## src/core/acr_pkg.sv

```systemverilog
// Purpose: Shared constants for the converter control and result block.
// Assumes: Avalon-MM slave with 32-bit data, byte addresses.
// Notes:   Offsets are byte addresses, one register per byte address.
package acr_pkg;
    // ==========================================================
    // Register offsets
    localparam logic [11:0] OFF_CTL = 12'hF70;      // Converter control
    localparam logic [11:0] OFF_RES_HI = 12'hF72;   // Result upper byte
    localparam logic [11:0] OFF_RES_LO = 12'hF73;   // Result lower bits
    localparam logic [11:0] OFF_IRQ_ST = 12'hF74;   // Interrupt status
    localparam logic [11:0] OFF_IRQ_MSK = 12'hF75;  // Interrupt mask
    localparam logic [11:0] OFF_DMA_PORT = 12'hF76; // DMA write port to control
    // ==========================================================
    // Control field positions
    localparam int CTL_GO_BIT = 7;
    localparam int CTL_RSVD_BIT = 6;
    localparam int CTL_VREF_BIT = 5;
    localparam int CTL_REPEAT_BIT = 4;
    localparam int CTL_CHAN_MSB = 3;
    // Reset value of control register
    localparam logic [7:0] CTL_RESET = 8'h00;
    // Status bit positions
    localparam int IRQ_DONE_BIT = 0;
    // ==========================================================
    // Timing counts in system clocks
    localparam int SINGLE_CYCLES = 5129;
    localparam int REPEAT_CYCLES = 256;
    localparam logic [31:0] BAD_ADDR_DATA = 32'h0000_0000;
endpackage : acr_pkg

```

## src/core/acr_core_if.sv

```systemverilog
// Purpose: Link between register front end and conversion sequencer.
// Assumes: Single clock domain.
// Notes:   Start is a one-cycle pulse; done is a one-cycle pulse.
`timescale 1ns/1ps
interface acr_core_if;
    logic start;        // Start or restart a conversion
    logic repeat_mode;  // Repeat conversion select
    logic busy;         // Conversion in progress
    logic done;         // Conversion finished
    modport ctl (output start, output repeat_mode, input busy, input done);
    modport seq (input start, input repeat_mode, output busy, output done);
endinterface : acr_core_if

```

## src/core/acr_top.sv

```systemverilog
// Purpose: Converter control and result registers with Avalon-MM access.
// Assumes: Converter core delivers a 10-bit sample on every done strobe.
// Notes:   Answers one cycle after a request; waitrequest is high meanwhile.
//
// Register access over Avalon-MM was decided locally.
`timescale 1ns/1ps
module acr_top
    import acr_pkg::*;
#(
    parameter int SINGLE_N = SINGLE_CYCLES,   // Single-shot period
    parameter int REPEAT_N = REPEAT_CYCLES    // Repeat period
) (
    // Clock and reset
    input wire logic clk_i,
    input wire logic arst_n_i,
    // Avalon-MM slave
    input wire logic [11:0] address_i,
    input wire logic read_i,
    input wire logic write_i,
    input wire logic [31:0] writedata_i,
    input wire logic [3:0] byteenable_i,
    output logic [31:0] readdata_o,
    output logic waitrequest_o,
    output logic [1:0] response_o,
    // DMA write port to control register
    input wire logic dma_wr_i,
    input wire logic [7:0] dma_data_i,
    // Converter core
    input wire logic [9:0] sample_i,
    output logic [3:0] chan_sel_o,
    output logic int_ref_en_o,
    output logic conv_busy_o,
    output logic result_valid_o,
    // Interrupt
    output logic irq_o
);
    // ==========================================================
    // Decode helpers
    function automatic logic hit(input logic [11:0] a, input logic [11:0] off);
        hit = (a == off);
    endfunction : hit

    acr_core_if cif();

    logic [6:0] ctl_r;       // Control bits 6:0, go bit lives in busy
    logic [7:0] res_hi_r;    // Result upper byte
    logic [1:0] res_lo_r;    // Live low bits
    logic [1:0] res_lo_lat_r;// Low bits latched by upper-byte read
    logic valid_r;           // Result stands valid
    logic st_r;              // Sticky done status
    logic msk_r;             // Done interrupt mask
    logic ack_r;             // Answer phase of bus access
    logic [31:0] rdata_r;    // Read data register
    logic [1:0] resp_r;      // Bus response
    logic req;               // Request pending this cycle
    logic wr_take;           // Write accepted at this edge
    logic go_repeat;         // Repeat select of the starting write
    logic wr_go;             // Bus or DMA write strobes go bit
    logic wr_ctl;            // Bus write to control byte
    logic [7:0] ctl_rd;      // Control as read

    // Request in its first cycle, answered at the next edge
    assign req = (read_i | write_i) & ~ack_r;
    // A write lands at the edge where waitrequest is seen low
    assign wr_take = write_i & ack_r;
    assign wr_ctl = wr_take & byteenable_i[0] & hit(address_i, OFF_CTL);
    // Only a one starts; zero is ignored
    assign wr_go = (wr_ctl & writedata_i[CTL_GO_BIT]) |
                   (dma_wr_i & dma_data_i[CTL_GO_BIT]);
    // Mode of the conversion being started, DMA first as for control
    assign go_repeat = dma_wr_i ? dma_data_i[CTL_REPEAT_BIT] : writedata_i[CTL_REPEAT_BIT];
    assign cif.start = wr_go;
    assign cif.repeat_mode = ctl_r[CTL_REPEAT_BIT];
    // Go reads as busy, cleared by hardware at single-shot completion
    assign ctl_rd = {cif.busy, ctl_r};

    acr_seq #(.SINGLE_N(SINGLE_N), .REPEAT_N(REPEAT_N)) u_seq (
        .clk_i(clk_i),
        .arst_n_i(arst_n_i),
        .cif(cif)
    );

    // ==========================================================
    // Control register, bus or DMA writer
    always_ff @(posedge clk_i or negedge arst_n_i) begin
        if (!arst_n_i) begin
            ctl_r <= CTL_RESET[6:0];
        end else if (dma_wr_i) begin
            ctl_r <= dma_data_i[6:0];
        end else if (wr_ctl) begin
            // Channel, repeat, reference, reserved held as written
            ctl_r <= writedata_i[6:0];
        end
    end

    // ==========================================================
    // Result capture, no reset on data
    always_ff @(posedge clk_i) begin
        if (cif.done) begin
            // Last completed result held until next
            res_hi_r <= sample_i[9:2];
            res_lo_r <= sample_i[1:0];
        end
        if (req & read_i & hit(address_i, OFF_RES_HI)) begin
            res_lo_lat_r <= res_lo_r;
        end
    end

    // Valid flag dropped during single-shot conversion
    always_ff @(posedge clk_i or negedge arst_n_i) begin
        if (!arst_n_i) begin
            valid_r <= 1'b0;
        end else if (cif.start & ~go_repeat) begin
            // A new single shot wins over a completion in the same cycle
            valid_r <= 1'b0;
        end else if (cif.done) begin
            // A repeat start leaves the last result standing
            valid_r <= 1'b1;
        end
    end

    // ==========================================================
    // Interrupt status and mask, set wins over clear
    always_ff @(posedge clk_i or negedge arst_n_i) begin
        if (!arst_n_i) begin
            st_r <= 1'b0;
            msk_r <= 1'b0;
        end else begin
            if (cif.done) begin
                st_r <= 1'b1;
            end else if (wr_take & byteenable_i[0] & hit(address_i, OFF_IRQ_ST) & writedata_i[IRQ_DONE_BIT]) begin
                st_r <= 1'b0;
            end
            if (wr_take & byteenable_i[0] & hit(address_i, OFF_IRQ_MSK)) begin
                msk_r <= writedata_i[IRQ_DONE_BIT];
            end
        end
    end

    // ==========================================================
    // Bus answer, one wait cycle per access
    always_ff @(posedge clk_i or negedge arst_n_i) begin
        if (!arst_n_i) begin
            ack_r <= 1'b0;
            rdata_r <= 32'h0000_0000;
            resp_r <= 2'h0;
        end else begin
            ack_r <= req;
            if (req) begin
                resp_r <= 2'h0;
                unique case (1'b1)
                    hit(address_i, OFF_CTL): rdata_r <= {24'h000000, ctl_rd};
                    // Full result is upper byte then latched 7:6
                    hit(address_i, OFF_RES_HI): rdata_r <= {24'h000000, res_hi_r};
                    hit(address_i, OFF_RES_LO): rdata_r <= {24'h000000, res_lo_lat_r, 6'h00};
                    hit(address_i, OFF_IRQ_ST): rdata_r <= {31'h0, st_r};
                    hit(address_i, OFF_IRQ_MSK): rdata_r <= {31'h0, msk_r};
                    default: begin
                        rdata_r <= BAD_ADDR_DATA;
                        resp_r <= 2'h2;
                    end
                endcase
            end
        end
    end

    assign waitrequest_o = (read_i | write_i) & ~ack_r;
    assign readdata_o = rdata_r;
    assign response_o = resp_r;
    assign chan_sel_o = ctl_r[CTL_CHAN_MSB:0];
    assign int_ref_en_o = ~ctl_r[CTL_VREF_BIT];
    assign conv_busy_o = cif.busy;
    assign result_valid_o = valid_r;
    assign irq_o = st_r & msk_r;

    // ==========================================================
    // Assertions
    // Go starts the sequencer at the next edge
    property p_start_busy;
        @(posedge clk_i) disable iff (!arst_n_i) cif.start |=> cif.busy;
    endproperty
    a_start_busy: assert property (p_start_busy) else $error("go did not start");
    // A restart never reports the abandoned conversion
    property p_restart;
        @(posedge clk_i) disable iff (!arst_n_i) (cif.busy && cif.start) |=> !cif.done;
    endproperty
    a_restart: assert property (p_restart) else $error("restart finished early");
    // Single-shot completion clears the go bit
    property p_go_clear;
        @(posedge clk_i) disable iff (!arst_n_i)
            (cif.done && !ctl_r[CTL_REPEAT_BIT] && !cif.start) |=> !ctl_rd[CTL_GO_BIT];
    endproperty
    a_go_clear: assert property (p_go_clear) else $error("go not cleared");
    // Go bit read back follows the running conversion
    property p_go_read;
        @(posedge clk_i) disable iff (!arst_n_i)
            (req && read_i && hit(address_i, OFF_CTL)) |=> readdata_o[CTL_GO_BIT] == $past(cif.busy);
    endproperty
    a_go_read: assert property (p_go_read) else $error("go read back wrong");
    // Nothing but go wakes the sequencer
    property p_zero_noop;
        @(posedge clk_i) disable iff (!arst_n_i) (!cif.busy && !wr_go) |=> !cif.busy;
    endproperty
    a_zero_noop: assert property (p_zero_noop) else $error("busy without go");
    // A control write with go zero never restarts
    property p_zero_write;
        @(posedge clk_i) disable iff (!arst_n_i)
            (wr_ctl && !writedata_i[CTL_GO_BIT] && !dma_wr_i) |-> !cif.start;
    endproperty
    a_zero_write: assert property (p_zero_write) else $error("go zero restarted");
    // Reference enable follows the written select bit
    property p_vref;
        @(posedge clk_i) disable iff (!arst_n_i)
            (wr_ctl && !dma_wr_i) |=> int_ref_en_o == !$past(writedata_i[CTL_VREF_BIT]);
    endproperty
    a_vref: assert property (p_vref) else $error("reference select wrong");
    // Channel field follows the bus write
    property p_chan;
        @(posedge clk_i) disable iff (!arst_n_i)
            (wr_ctl && !dma_wr_i) |=> chan_sel_o == $past(writedata_i[CTL_CHAN_MSB:0]);
    endproperty
    a_chan: assert property (p_chan) else $error("channel select wrong");
    // Repeat select follows the bus write
    property p_repeat_sel;
        @(posedge clk_i) disable iff (!arst_n_i)
            (wr_ctl && !dma_wr_i) |=> cif.repeat_mode == $past(writedata_i[CTL_REPEAT_BIT]);
    endproperty
    a_repeat_sel: assert property (p_repeat_sel) else $error("repeat select wrong");
    // Every bus access gets its answer one cycle later
    property p_answer;
        @(posedge clk_i) disable iff (!arst_n_i) (read_i || write_i) && waitrequest_o |=> !waitrequest_o;
    endproperty
    a_answer: assert property (p_answer) else $error("no answer");
    // Upper byte takes the eight top bits of the sample
    property p_capture;
        @(posedge clk_i) disable iff (!arst_n_i) cif.done |=> res_hi_r == $past(sample_i[9:2]);
    endproperty
    a_capture: assert property (p_capture) else $error("upper byte capture wrong");
    // Upper byte read returns the stored byte
    property p_res_read;
        @(posedge clk_i) disable iff (!arst_n_i)
            (valid_r && req && read_i && hit(address_i, OFF_RES_HI)) |=> readdata_o[7:0] == $past(res_hi_r);
    endproperty
    a_res_read: assert property (p_res_read) else $error("upper byte read wrong");
    // A write to the upper byte leaves it alone
    property p_res_ro;
        @(posedge clk_i) disable iff (!arst_n_i)
            (valid_r && wr_take && hit(address_i, OFF_RES_HI) && !cif.done) |=> $stable(res_hi_r);
    endproperty
    a_res_ro: assert property (p_res_ro) else $error("upper byte written");
    // Low bits read returns the latched pair in bits 7:6
    property p_lo_read;
        @(posedge clk_i) disable iff (!arst_n_i)
            (req && read_i && hit(address_i, OFF_RES_LO)) |=> readdata_o[7:6] == $past(res_lo_lat_r);
    endproperty
    a_lo_read: assert property (p_lo_read) else $error("low bits read wrong");
    // Upper byte read latches the matching low bits
    property p_latch;
        @(posedge clk_i) disable iff (!arst_n_i)
            (req && read_i && hit(address_i, OFF_RES_HI)) |=> res_lo_lat_r == $past(res_lo_r);
    endproperty
    a_latch: assert property (p_latch) else $error("low bits not latched");
    // A single-shot start withdraws the result
    property p_invalid;
        @(posedge clk_i) disable iff (!arst_n_i) (cif.start && !go_repeat) |=> !valid_r;
    endproperty
    a_invalid: assert property (p_invalid) else $error("valid in single shot");
    // A valid result holds until the next completion
    property p_hold;
        @(posedge clk_i) disable iff (!arst_n_i) (valid_r && !cif.done) |=> $stable(res_hi_r);
    endproperty
    a_hold: assert property (p_hold) else $error("result changed");
    // A completion without a single-shot start in the same cycle leaves a valid result
    property p_valid_set;
        @(posedge clk_i) disable iff (!arst_n_i)
            (cif.done && !(cif.start && !go_repeat)) |=> valid_r;
    endproperty
    a_valid_set: assert property (p_valid_set) else $error("result not valid");
    // DMA writes reach the channel field
    property p_dma_ctl;
        @(posedge clk_i) disable iff (!arst_n_i) dma_wr_i |=> chan_sel_o == $past(dma_data_i[CTL_CHAN_MSB:0]);
    endproperty
    a_dma_ctl: assert property (p_dma_ctl) else $error("DMA channel wrong");
    // DMA go starts a conversion
    property p_dma_go;
        @(posedge clk_i) disable iff (!arst_n_i) (dma_wr_i && dma_data_i[CTL_GO_BIT]) |=> cif.busy;
    endproperty
    a_dma_go: assert property (p_dma_go) else $error("DMA go ignored");
    // After each done the sequencer runs on only in repeat mode
    property p_reload;
        @(posedge clk_i) disable iff (!arst_n_i) cif.done |-> cif.busy == $past(cif.repeat_mode);
    endproperty
    a_reload: assert property (p_reload) else $error("reload after done wrong");
    // Main scenarios reached by the bench
    c_conv: cover property (@(posedge clk_i) cif.done);
    c_restart: cover property (@(posedge clk_i) cif.busy && cif.start);
    c_irq: cover property (@(posedge clk_i) irq_o);
    c_dma_go: cover property (@(posedge clk_i) dma_wr_i && dma_data_i[CTL_GO_BIT]);
    c_repeat: cover property (@(posedge clk_i) cif.done && cif.repeat_mode);
endmodule : acr_top

```

## src/core/acr_seq.sv

```systemverilog
// Purpose: Conversion sequencer counting the conversion period.
// Assumes: Start pulse restarts any running conversion.
// Notes:   Repeat mode reruns until software selects single shot.
`timescale 1ns/1ps
module acr_seq
    import acr_pkg::*;
#(
    parameter int SINGLE_N = SINGLE_CYCLES,
    parameter int REPEAT_N = REPEAT_CYCLES
) (
    // Clock and reset
    input wire logic clk_i,
    input wire logic arst_n_i,
    // Link to front end
    acr_core_if.seq cif
);
    // ==========================================================
    // Period counter
    logic [15:0] cnt_r;   // Cycles remaining
    logic busy_r;         // Conversion running
    logic done_r;         // One-cycle completion strobe

    // Counter and busy state
    always_ff @(posedge clk_i or negedge arst_n_i) begin
        if (!arst_n_i) begin
            cnt_r <= 16'h0000;
            busy_r <= 1'b0;
            done_r <= 1'b0;
        end else begin
            done_r <= 1'b0;
            if (cif.start) begin
                // Abandon and restart from the beginning
                cnt_r <= 16'(SINGLE_N - 1);
                busy_r <= 1'b1;
            end else if (busy_r) begin
                if (cnt_r == 16'h0000) begin
                    // Each conversion not abandoned by a restart ends with a done strobe
                    done_r <= 1'b1;
                    busy_r <= cif.repeat_mode;
                    cnt_r <= 16'(REPEAT_N - 1);
                end else begin
                    cnt_r <= cnt_r - 16'h0001;
                end
            end
        end
    end

    assign cif.busy = busy_r;
    assign cif.done = done_r;
endmodule : acr_seq

```

## config.mk

```make
export PLATFORM = sky130hd
export DESIGN_NAME = acr_top
export DESIGN_NICKNAME = d
export VERILOG_FILES = /design/src/core/acr_pkg.sv /design/src/core/acr_core_if.sv /design/src/core/acr_top.sv /design/src/core/acr_seq.sv
export SDC_FILE = /design/constraint.sdc
export NUM_CORES = 1
export LEC_CHECK = 0
export ABC_AREA = 1
export BUFFER_PORTS_ARGS = -buffer_cell sky130_fd_sc_hd__clkbuf_2
export CAP_MARGIN = 20
export CORE_MARGIN = 3
export CORE_UTILIZATION = 45
export CTS_CLUSTER_DIAMETER = 30
export DETAILED_ROUTE_END_ITERATION = 6
export PLACE_DENSITY = 0.71
export SYNTH_ARGS = -nofsm -noshare
export SYNTH_HDL_FRONTEND = slang
export SYNTH_HIERARCHICAL = 1
export SYNTH_SLANG_ARGS = --single-unit
```

## constraint.sdc

```tcl
create_clock -name clk_i -period 4.07 [get_ports clk_i]
set_input_delay 0.6105 -clock clk_i [delete_from_list [all_inputs] [get_ports clk_i]]
set_output_delay 0.6105 -clock clk_i [all_outputs]
set_load 0.03 [all_outputs]
```

==> flow_summary.yaml, run 1 <==
finish:
  drive_gt1_frac: 0.274
  area_growth_pct: 10.7
  layout_commonest_cell: "nand2_1"
  final_cell_mix: "nand2_1 (90), clkbuf_2 (61), dfrtp_1 (38)"
  layout.cells.non_filler: 480
  antennaDiodeCount: 0
  num-nets-final: 476
sta:
  drv_slew: 0
  worst_pin_slew_ns: 0.953
  finalSetupViolCount: 0
  finClkSkew_ns: 0.0122
  rsz0062_at_grt: "no"
  tns_ns: 0
  slew_headroom: 0.365
  hold_viol_final: 0
  timing.final.crit_share: 0.514
  fmax_ghz: 0.478
  setup_ws_ns: 1.98
  period_minus_slack_ns: 2.09
pwr:
  p_per_area_mw_per_mm2: 383
  ir_drop_v: 0.000187
  p_leak_nw: 1.70
floorplan:
  io_pins: 114
  std_cell_rows: 28
  die_h_um: 87.1
  die-width_um: 87.1
  initial_core_util: 0.483
  die_area_mm2: 0.00758
  core-area_mm2: 0.00613
detailed_routing:
  detail-route-antenna-nets: 0
  wl_per_cell_um: 13.0
  avgViaCountPerCell: 4.95
  drc: 0
  wl_mm: 6.22
  drtPass1Iterations: 4
  vias: 2375
  drt_iter0_markers: 114
synth:
  synth_warnings: 6
  netlist_instances: 346
  syn_area_per_cell_um2: 8.55
  ys_seq_area_frac: 0.443
  synth_seq_cells: 50
  synth_edf_count: 12
  synthFlopType: "dfrtp_1"
  async_flop_share: 0.760
  synth_cell_types: 39
  syn_area_mm2: 0.00296
setup_path:
  arrival_ns: 1.48
  critPathLaunchType: "primary input"
  crit_path_frequent_cell: "clkbuf_2"
  rrSetupSlack_ns: 2.28
  timing.rr.end: "u_seq/cnt_r[9]"
  reg2regPathDepth: 9
  worstSetupPathType: "primary input to output pin"
  crit_fanout: 11
  crit_chain: "clkbuf_2 > inv_2 > a21oi_2 > clkbuf_2"
  timing.rr.start: "ack_r"
  crit_slowest_cell: "a21oi_2"
  path_buf_inv: 3
  critical_path.endpoint_type: "output pin"
  critPathTopFamily: "buffers and inverters"
  cp_slowest_stage_delay_ns: 0.43
  worstPathRequired_ns: 3.46
run:
  drv_cap: 0
clock_tree:
  htree_levels: 2
  cts_max_path_buffers: 2
  cts-hold-fix-buffers: 0
  cts_made_buffers: 5
  worstSkewPairLatency_ns: 0.31
  cts-root-buf: "clkbuf_8"
  cts.sinks: 50
  clk_pin_slew_worst_paths_ns: 0.10
  postCtsSetupBuffers: 0
  cts_resized: 0
  cts_tree: "yes"
placement:
  port_buffers: 61
  dpl.cell_count: 472
  pre_cts_ws_ns: 1.69
  hpwlAfterDp_mm: 4.87
  gp_congestion: 0.838
global_routing:
  grt_overflow: 0
  track_usage: 0.168
  grt_pass1_wl_mm: 10.2
  grt_max_degree: 39
  grt_antenna_before_repair: 0
  grt_pass1_vias: 2232
hold_path:
  hp-class: "primary input to asynchronous set/reset pin"
outcome:
  outcome: "complete, no violations"
[worst register-to-register path, cell delays in order (launching register included)]
cell,delay [ns]
dfrtp_1,0.42
nand2_1,0.17
nor2_8,0.06
nand4_1,0.11
nand2_1,0.17
nor2_2,0.27
inv_2,0.14
nand3_1,0.13
xor2_1,0.16
nor2_1,0.05
[worst max path at each step]
stage	slack, ns	start	endpoint	cells past startpoint
finish	1.98	write_i	waitrequest_o	4
global route	1.80	address_i[7]	u_seq/cnt_r[15]	14
CTS	1.96	write_i	waitrequest_o	4
detailed placement	1.69	address_i[7]	u_seq/cnt_r[9]	13
global placement	1.69	address_i[7]	u_seq/cnt_r[11]	13
floorplan	2.04	address_i[7]	u_seq/cnt_r[11]	14
[metal layers]
layer	share of wire	GRT usage	up-vias
li1	-	-	1190
met1	0.42	0.222	1114
met2	0.50	0.284	65
met3	0.065	0.0416	6
met4	0.0079	0.0307	0
met5	0	0	-
[sequential cells by signal (all words and copies together), names as in the netlist]
name,flops
ack_r,1
ctl_r,7
msk_r,1
readdata_o,8
res_hi_r,8
res_lo_lat_r,2
res_lo_r,2
response_o,1
result_valid_o,1
st_r,1
u_seq/cif.busy,1
u_seq/cif.done,1
u_seq/cnt_r,16
[cell type report]
class	instances	area, um2
clock buffer	5	68.8
clock inverter	3	26.3
fill	583	2850
inverter	31	120
multi-input combinational	255	1350
sequential	50	1310
tap	75	93.8
timing repair buffer	61	305
[cells by family (layout without fill, tap and decap cells)]
group	Yosys count	after routing	share of synthesized area
and+or+nand+nor	191	191	0.326
buffers and inverters	65	100	0.131
DFF	50	50	0.443
AOI/OAI and AO/OA	29	29	0.0677
xor gates and xnor gates	8	8	0.0237
adders and majority gates	1	1	0.00423
other	1	25	0.00127
muxes	1	1	0.00338
[report_power, final]
group | internal (W) | switching, W
combinational | 0.000113 | 0.000230
sequential | 0.000559 | 0.0000480
clock | 0.000127 | 0.000179
[cells in the mapped netlist (3+ instances only)]
library cell  count  area, um2
nor2_8            3       60.1
edfxtp_1         12        360
inv_2             5       18.8
nand2_2           4       25.0
xnor2_1           3       26.3
nand4_1           9       56.3
o211ai_2          4       50.1
inv_1            24       90.1
nor2_2           11       68.8
nand3_1          36        180
dfrtp_1          38        951
buf_6             3       33.8
xor2_1            5       43.8
a21oi_1           3       15.0
buf_4            31        233
o22ai_1           3       18.8
o21ai_0           8       40.0
or2_2             3       18.8
nand2_1          90        338
nor2_1           24       90.1
o21ai_1           4       20.0
[per-stage QoR]
step                area [um2]   util  hold slack [ns]  power, W
global placement          3180  0.519            0.410  0.000949
global route              3280  0.534            0.443   0.00134
floorplan                 3050      -            0.315  0.000898
finish                    3280  0.534            0.429   0.00126
CTS                       3280  0.534            0.432   0.00127
detailed placement        3180  0.519            0.406  0.000959
Power figures use the tool's default switching activity.
==> run 2: changes to the inputs <==
- clock period: 4.07 -> 2 ns (I/O delays scaled with it)
==> run 2 against run 1 <==
Against the previous run:
- worst setup slack got worse by 1.7 ns
- global-route usage increased by 0.11 points
- hold slack got worse by 0.41 ns
- clock skew fell by 0.0031 ns
- clock power increased by 110%
- flip-flop and latch count did not move
- critical path depth rose by 4
- power is 100% higher
==> flow_summary.yaml, run 2 (synthesis gave the netlist of run 1 again) <==
floorplan:
  die-width_um: 87.1
  core-area_mm2: 0.00613
  die_h_um: 87.1
  io_pins: 114
  die_area_mm2: 0.00758
  std_cell_rows: 28
  initial_core_util: 0.483
setup_path:
  critical_path.endpoint_type: "flip-flop"
  worstSetupPathType: "flip-flop to flip-flop"
  timing.rr.end: "u_seq/cnt_r[2]"
  timing.rr.start: "ack_r"
  crit_end: "u_seq/cnt_r[2]"
  reg2regPathDepth: 8
  worstPathRequired_ns: 2.24
  cp_num_cells: 8
  critPathTopFamily: "simple AND/OR/NAND/NOR gates"
  crit_fanout: 6
  critPathLaunchType: "flip-flop"
  rrSetupSlack_ns: 0.28
  crit_path_frequent_cell: "nand2_1"
  arrival_ns: 1.96
  path_buf_inv: 2
  crit_slowest_cell: "dfrtp_1"
  cp_slowest_stage_delay_ns: 0.42
  crit_path_start: "ack_r"
  crit_chain: "nand2_1 > nor2_8 > nand4_1 > nand2_1 > buf_4 > nor2_2 > inv_1 > o21ai_0"
finish:
  largest_register_ffs: 16
  final_cell_mix: "nand2_1 (90), clkbuf_2 (61), dfrtp_1 (38)"
  antennaDiodeCount: 0
  area_growth_pct: 12.8
  fillers: 591
  num-nets-final: 484
  drive_gt1_frac: 0.288
  post-route-cell-area_mm2: 0.00334
  top_register: "u_seq/cnt_r"
  layout_commonest_cell: "nand2_1"
hold_path:
  hp-class: "primary input to asynchronous set/reset pin"
sta:
  tns_ns: 0
  timing.final.crit_share: 0.859
  fmax_ghz: 0.582
  drv_slew: 0
  finClkSkew_ns: 0.00906
  hold_slack_ns: 0.0164
  finalSetupViolCount: 0
  hold_viol_final: 0
  rsz0062_at_grt: "no"
  period_minus_slack_ns: 1.72
placement:
  gp_congestion: 0.862
  placed_area_mm2: 0.00324
  hpwlAfterDp_mm: 5.02
  port_buffers: 61
clock_tree:
  clk_pin_slew_worst_paths_ns: 0.10
  cts_made_buffers: 5
  cts-hold-fix-buffers: 0
  cts-root-buf: "clkbuf_8"
  postCtsSetupBuffers: 0
  cts.sinks: 50
  cts_max_path_buffers: 2
  cts_tree: "yes"
  htree_levels: 2
  cts_resized: 0
  worstSkewPairLatency_ns: 0.31
global_routing:
  grt_overflow: 0
  track_usage: 0.169
  grt_max_degree: 39
  grt_pass1_vias: 2165
  grt_pass1_wl_mm: 10.1
  grt_antenna_before_repair: 0
pwr:
  ir_drop_v: 0.000371
  fin_total_pwr_w: 0.00257
  p_per_area_mw_per_mm2: 771
  p_leak_nw: 1.74
detailed_routing:
  vias: 2401
  drc: 0
  drt_iter0_markers: 109
  detail-route-antenna-nets: 0
  wl_mm: 6.34
  wl_per_cell_um: 13.0
  avgViaCountPerCell: 4.92
  drtPass1Iterations: 4
outcome:
  outcome: "complete, no violations"
run:
  drv_cap: 0
==> run 2: cell count changes in the layout (fill, tap and decap cells not counted), sizes merged <==
cell	before	now
buf	0	8
==> run 2: how the worst min path moves through the flow <==
stage	startpoint	to	slack, ns	depth (start not counted)
5_1_grt	arst_n_i	readdata_o[0]	0.05	2
6_report	arst_n_i	readdata_o[0]	0.02	2
3_5_place_dp	arst_n_i	readdata_o[0]	0.37	2
3_3_place_gp	arst_n_i	response_o[1]	0.38	2
4_1_cts	arst_n_i	ack_r	0.03	2
2_1_floorplan	arst_n_i	ack_r	0.004	0
==> run 2: final cells by class <==
| cell class | instances | area [um2] | area share |
|---|---|---|---|
| clock buffer | 5 | 68.8 | 0.0206 |
| timing repair buffer | 69 | 365 | 0.109 |
| clock inverter | 3 | 26.3 | 0.00787 |
| sequential | 50 | 1310 | 0.393 |
| inverter | 31 | 120 | 0.0360 |
| tap | 75 | 93.8 | 0.0281 |
| multi-input combinational | 255 | 1350 | 0.405 |
==> run 2: metal layers <==
layer,part of all wire,vias to the layer above,routed length [um],GRT usage
met2,0.51,71,3240,0.288
met1,0.42,1120,2650,0.223
met5,0,-,0,0
met3,0.060,5,382,0.0265
met4,0.011,0,67,0.0502
li1,-,1205,-,-
==> run 2: power by group <==
part	internal [W]	switching, W	total (W)	leakage (nW)
Clock	0.000258	0.000374	0.000632	0.0491
Sequential	0.00114	0.0000982	0.00124	0.589
Combinational	0.000238	0.000468	0.000706	1.10
==> run 2: stage by stage <==
stage | utilization | instances | worst slack [ns]
after detailed placement | 0.529 | 480 | 0.216
after floorplan | - | 370 | 0.284
after global routing | 0.544 | 488 | 0.0983
after CTS | 0.544 | 488 | 0.267
after global placement | 0.529 | 480 | 0.260
final | 0.544 | 488 | 0.282
==> run 3: changes to the inputs <==
==> constraint.sdc (replaced) <==
create_clock -name clk_i -period 2 [get_ports clk_i]
set_input_delay 0.2 -clock clk_i [delete_from_list [all_inputs] [get_ports clk_i]]
set_output_delay 0.2 -clock clk_i [all_outputs]
set_load 0.03 [all_outputs]
==> run 3 against run 2 <==
Against the previous run:
- power rose by 4.5%
- global-route usage rose by 0.52 points
- count of clock-buffer cells in the layout did not move
- die area did not move
- critical path depth rose by 1
- first-iteration DRC count rose by 21%
- fmax rose by 2.1%
- register-to-register slack improved by 0.04 ns
- combinational power rose by 0.7%
- cell count did not move
- flip-flop and latch count did not move
- critical endpoint is now u_seq/cnt_r[9]
- largest power group unchanged
- highest routed layer unchanged
==> flow_summary.yaml, run 3 (synthesis gave the netlist of run 1 again) <==
setup_path:
  crit_chain: "nand2_1 > nor2_8 > nand4_1 > nand2_1 > nor2_2 > inv_2 > nand3_1 > xor2_1 > nor2_1"
  crit_path_start: "ack_r"
  timing.rr.start: "ack_r"
  worstPathRequired_ns: 2.20
  cp_slowest_stage_delay_ns: 0.41
  rrSetupSlack_ns: 0.32
  critPathLaunchType: "flip-flop"
  crit_slowest_cell: "dfrtp_1"
  crit_path_frequent_cell: "nand2_1"
  arrival_ns: 1.88
  critical_path.endpoint_type: "flip-flop"
  reg2regPathDepth: 9
  worstSetupPathType: "flip-flop to flip-flop"
  crit_fanout: 11
clock_tree:
  cts_made_buffers: 5
  cts_max_path_buffers: 2
  worstSkewPairLatency_ns: 0.31
  cts_resized: 0
  clk_pin_slew_worst_paths_ns: 0.10
  htree_levels: 2
  cts.sinks: 50
  cts_tree: "yes"
  cts-root-buf: "clkbuf_8"
run:
  drv_cap: 0
floorplan:
  die_area_mm2: 0.00758
  die-width_um: 87.1
  std_cell_rows: 28
  core-area_mm2: 0.00613
  die_h_um: 87.1
  initial_core_util: 0.483
  io_pins: 114
pwr:
  fin_total_pwr_w: 0.00269
  sw_frac_of_total: 0.347
  power_frac_comb: 0.265
  clkPwrFrac: 0.275
  seq_power_share: 0.460
  p_leak_nw: 1.75
  p_int_w: 0.00176
  ir_drop_v: 0.000609
  power_switching_w: 0.000931
  p_per_area_mw_per_mm2: 800
global_routing:
  grt_max_degree: 26
  grt_pass1_vias: 2266
  track_usage: 0.175
  grt_overflow: 0
  grt_antenna_before_repair: 0
  grt_pass1_wl_mm: 10.4
detailed_routing:
  detail-route-antenna-nets: 0
  drt_iter0_markers: 132
  wl_per_cell_um: 13.0
  vias: 2377
  avgViaCountPerCell: 4.87
  wl_mm: 6.34
  drtPass1Iterations: 4
  drc: 0
sta:
  drv_slew: 0
  timing.final.crit_share: 0.841
  period_minus_slack_ns: 1.68
  hold_viol_final: 0
  rsz0062_at_grt: "no"
  worst_pin_slew_ns: 0.606
  tns_ns: 0
  fmax_ghz: 0.594
  finClkSkew_ns: 0.00807
  finalSetupViolCount: 0
  slew_headroom: 0.596
finish:
  top_register: "u_seq/cnt_r"
  largest_register_ffs: 16
  postLayoutCoreUtil: 0.548
  layout_commonest_cell: "nand2_1"
  post-route-cell-area_mm2: 0.00336
  num-nets-final: 484
  antennaDiodeCount: 0
  drive_gt1_frac: 0.286
  final_cell_mix: "nand2_1 (90), clkbuf_2 (61), dfrtp_1 (38)"
  area_growth_pct: 13.6
  layout.cells.non_filler: 488
placement:
  hpwlAfterDp_mm: 5.13
  dpl.cell_count: 479
  placed_area_mm2: 0.00323
  port_buffers: 61
  gp_congestion: 0.869
hold_path:
  hold_start: "sample_i[1]"
  hp-class: "primary input to flip-flop"
  min_path_cells: 1
outcome:
  outcome: "complete, no violations"
-- run 3: worst paths after layout --
check                                   to
max                         u_seq/cnt_r[9]
min                            res_lo_r[1]
max reg2reg                 u_seq/cnt_r[9]
min in group asynchronous    response_o[1]
min reg2reg                res_lo_lat_r[0]
max in group asynchronous   u_seq/cnt_r[6]
-- run 3: what timing repair did --
item	in CTS	in global routing
hold endpoints to repair	23	0
buffers inserted	0	0
hold buffers	1	0
-- run 3: stage by stage --
step	hold WS (ns)	setup slack (ns)
after floorplan	-0.0956	0.384
after global placement	0.237	0.317
after detailed placement	0.237	0.307
after CTS	0.0468	0.305
after global routing	0.0363	0.152
final	0.0586	0.317
-- run 3: area by class of cell --
type,instances,area [um2]
fill,580,2770
multi-input combinational,255,1350
sequential,50,1310
timing repair buffer,69,368
inverter,31,120
tap,75,93.8
clock buffer,5,68.8
clock inverter,3,47.5
-- run 3: critical path, delay by kind of cell, from the launching register on --
| kind | cells | cell delay (ns) |
|---|---|---|
| xor+xnor | 1 | 0.15 |
| flops | 1 | 0.41 |
| simple gates | 7 | 0.87 |
| buf+inv | 1 | 0.14 |
-- run 3: per-layer routing --
layer	track usage	vias to the layer above	wire length, um
met5	0	-	0
met4	0.0502	0	100
met3	0.0378	9	316
met2	0.305	63	3300
met1	0.217	1101	2620
li1	-	1204	-
-- run 3: power groups by stage --
stage / clock network, W / registers, W / logic (W)
final: 0.000740 / 0.00124 / 0.000711
after global routing: 0.000805 / 0.00125 / 0.000806
after CTS: 0.000763 / 0.00123 / 0.000714
after detailed placement: 0 / 0.00125 / 0.000709
after global placement: 0 / 0.00125 / 0.000691
after floorplan: 0 / 0.00124 / 0.000591
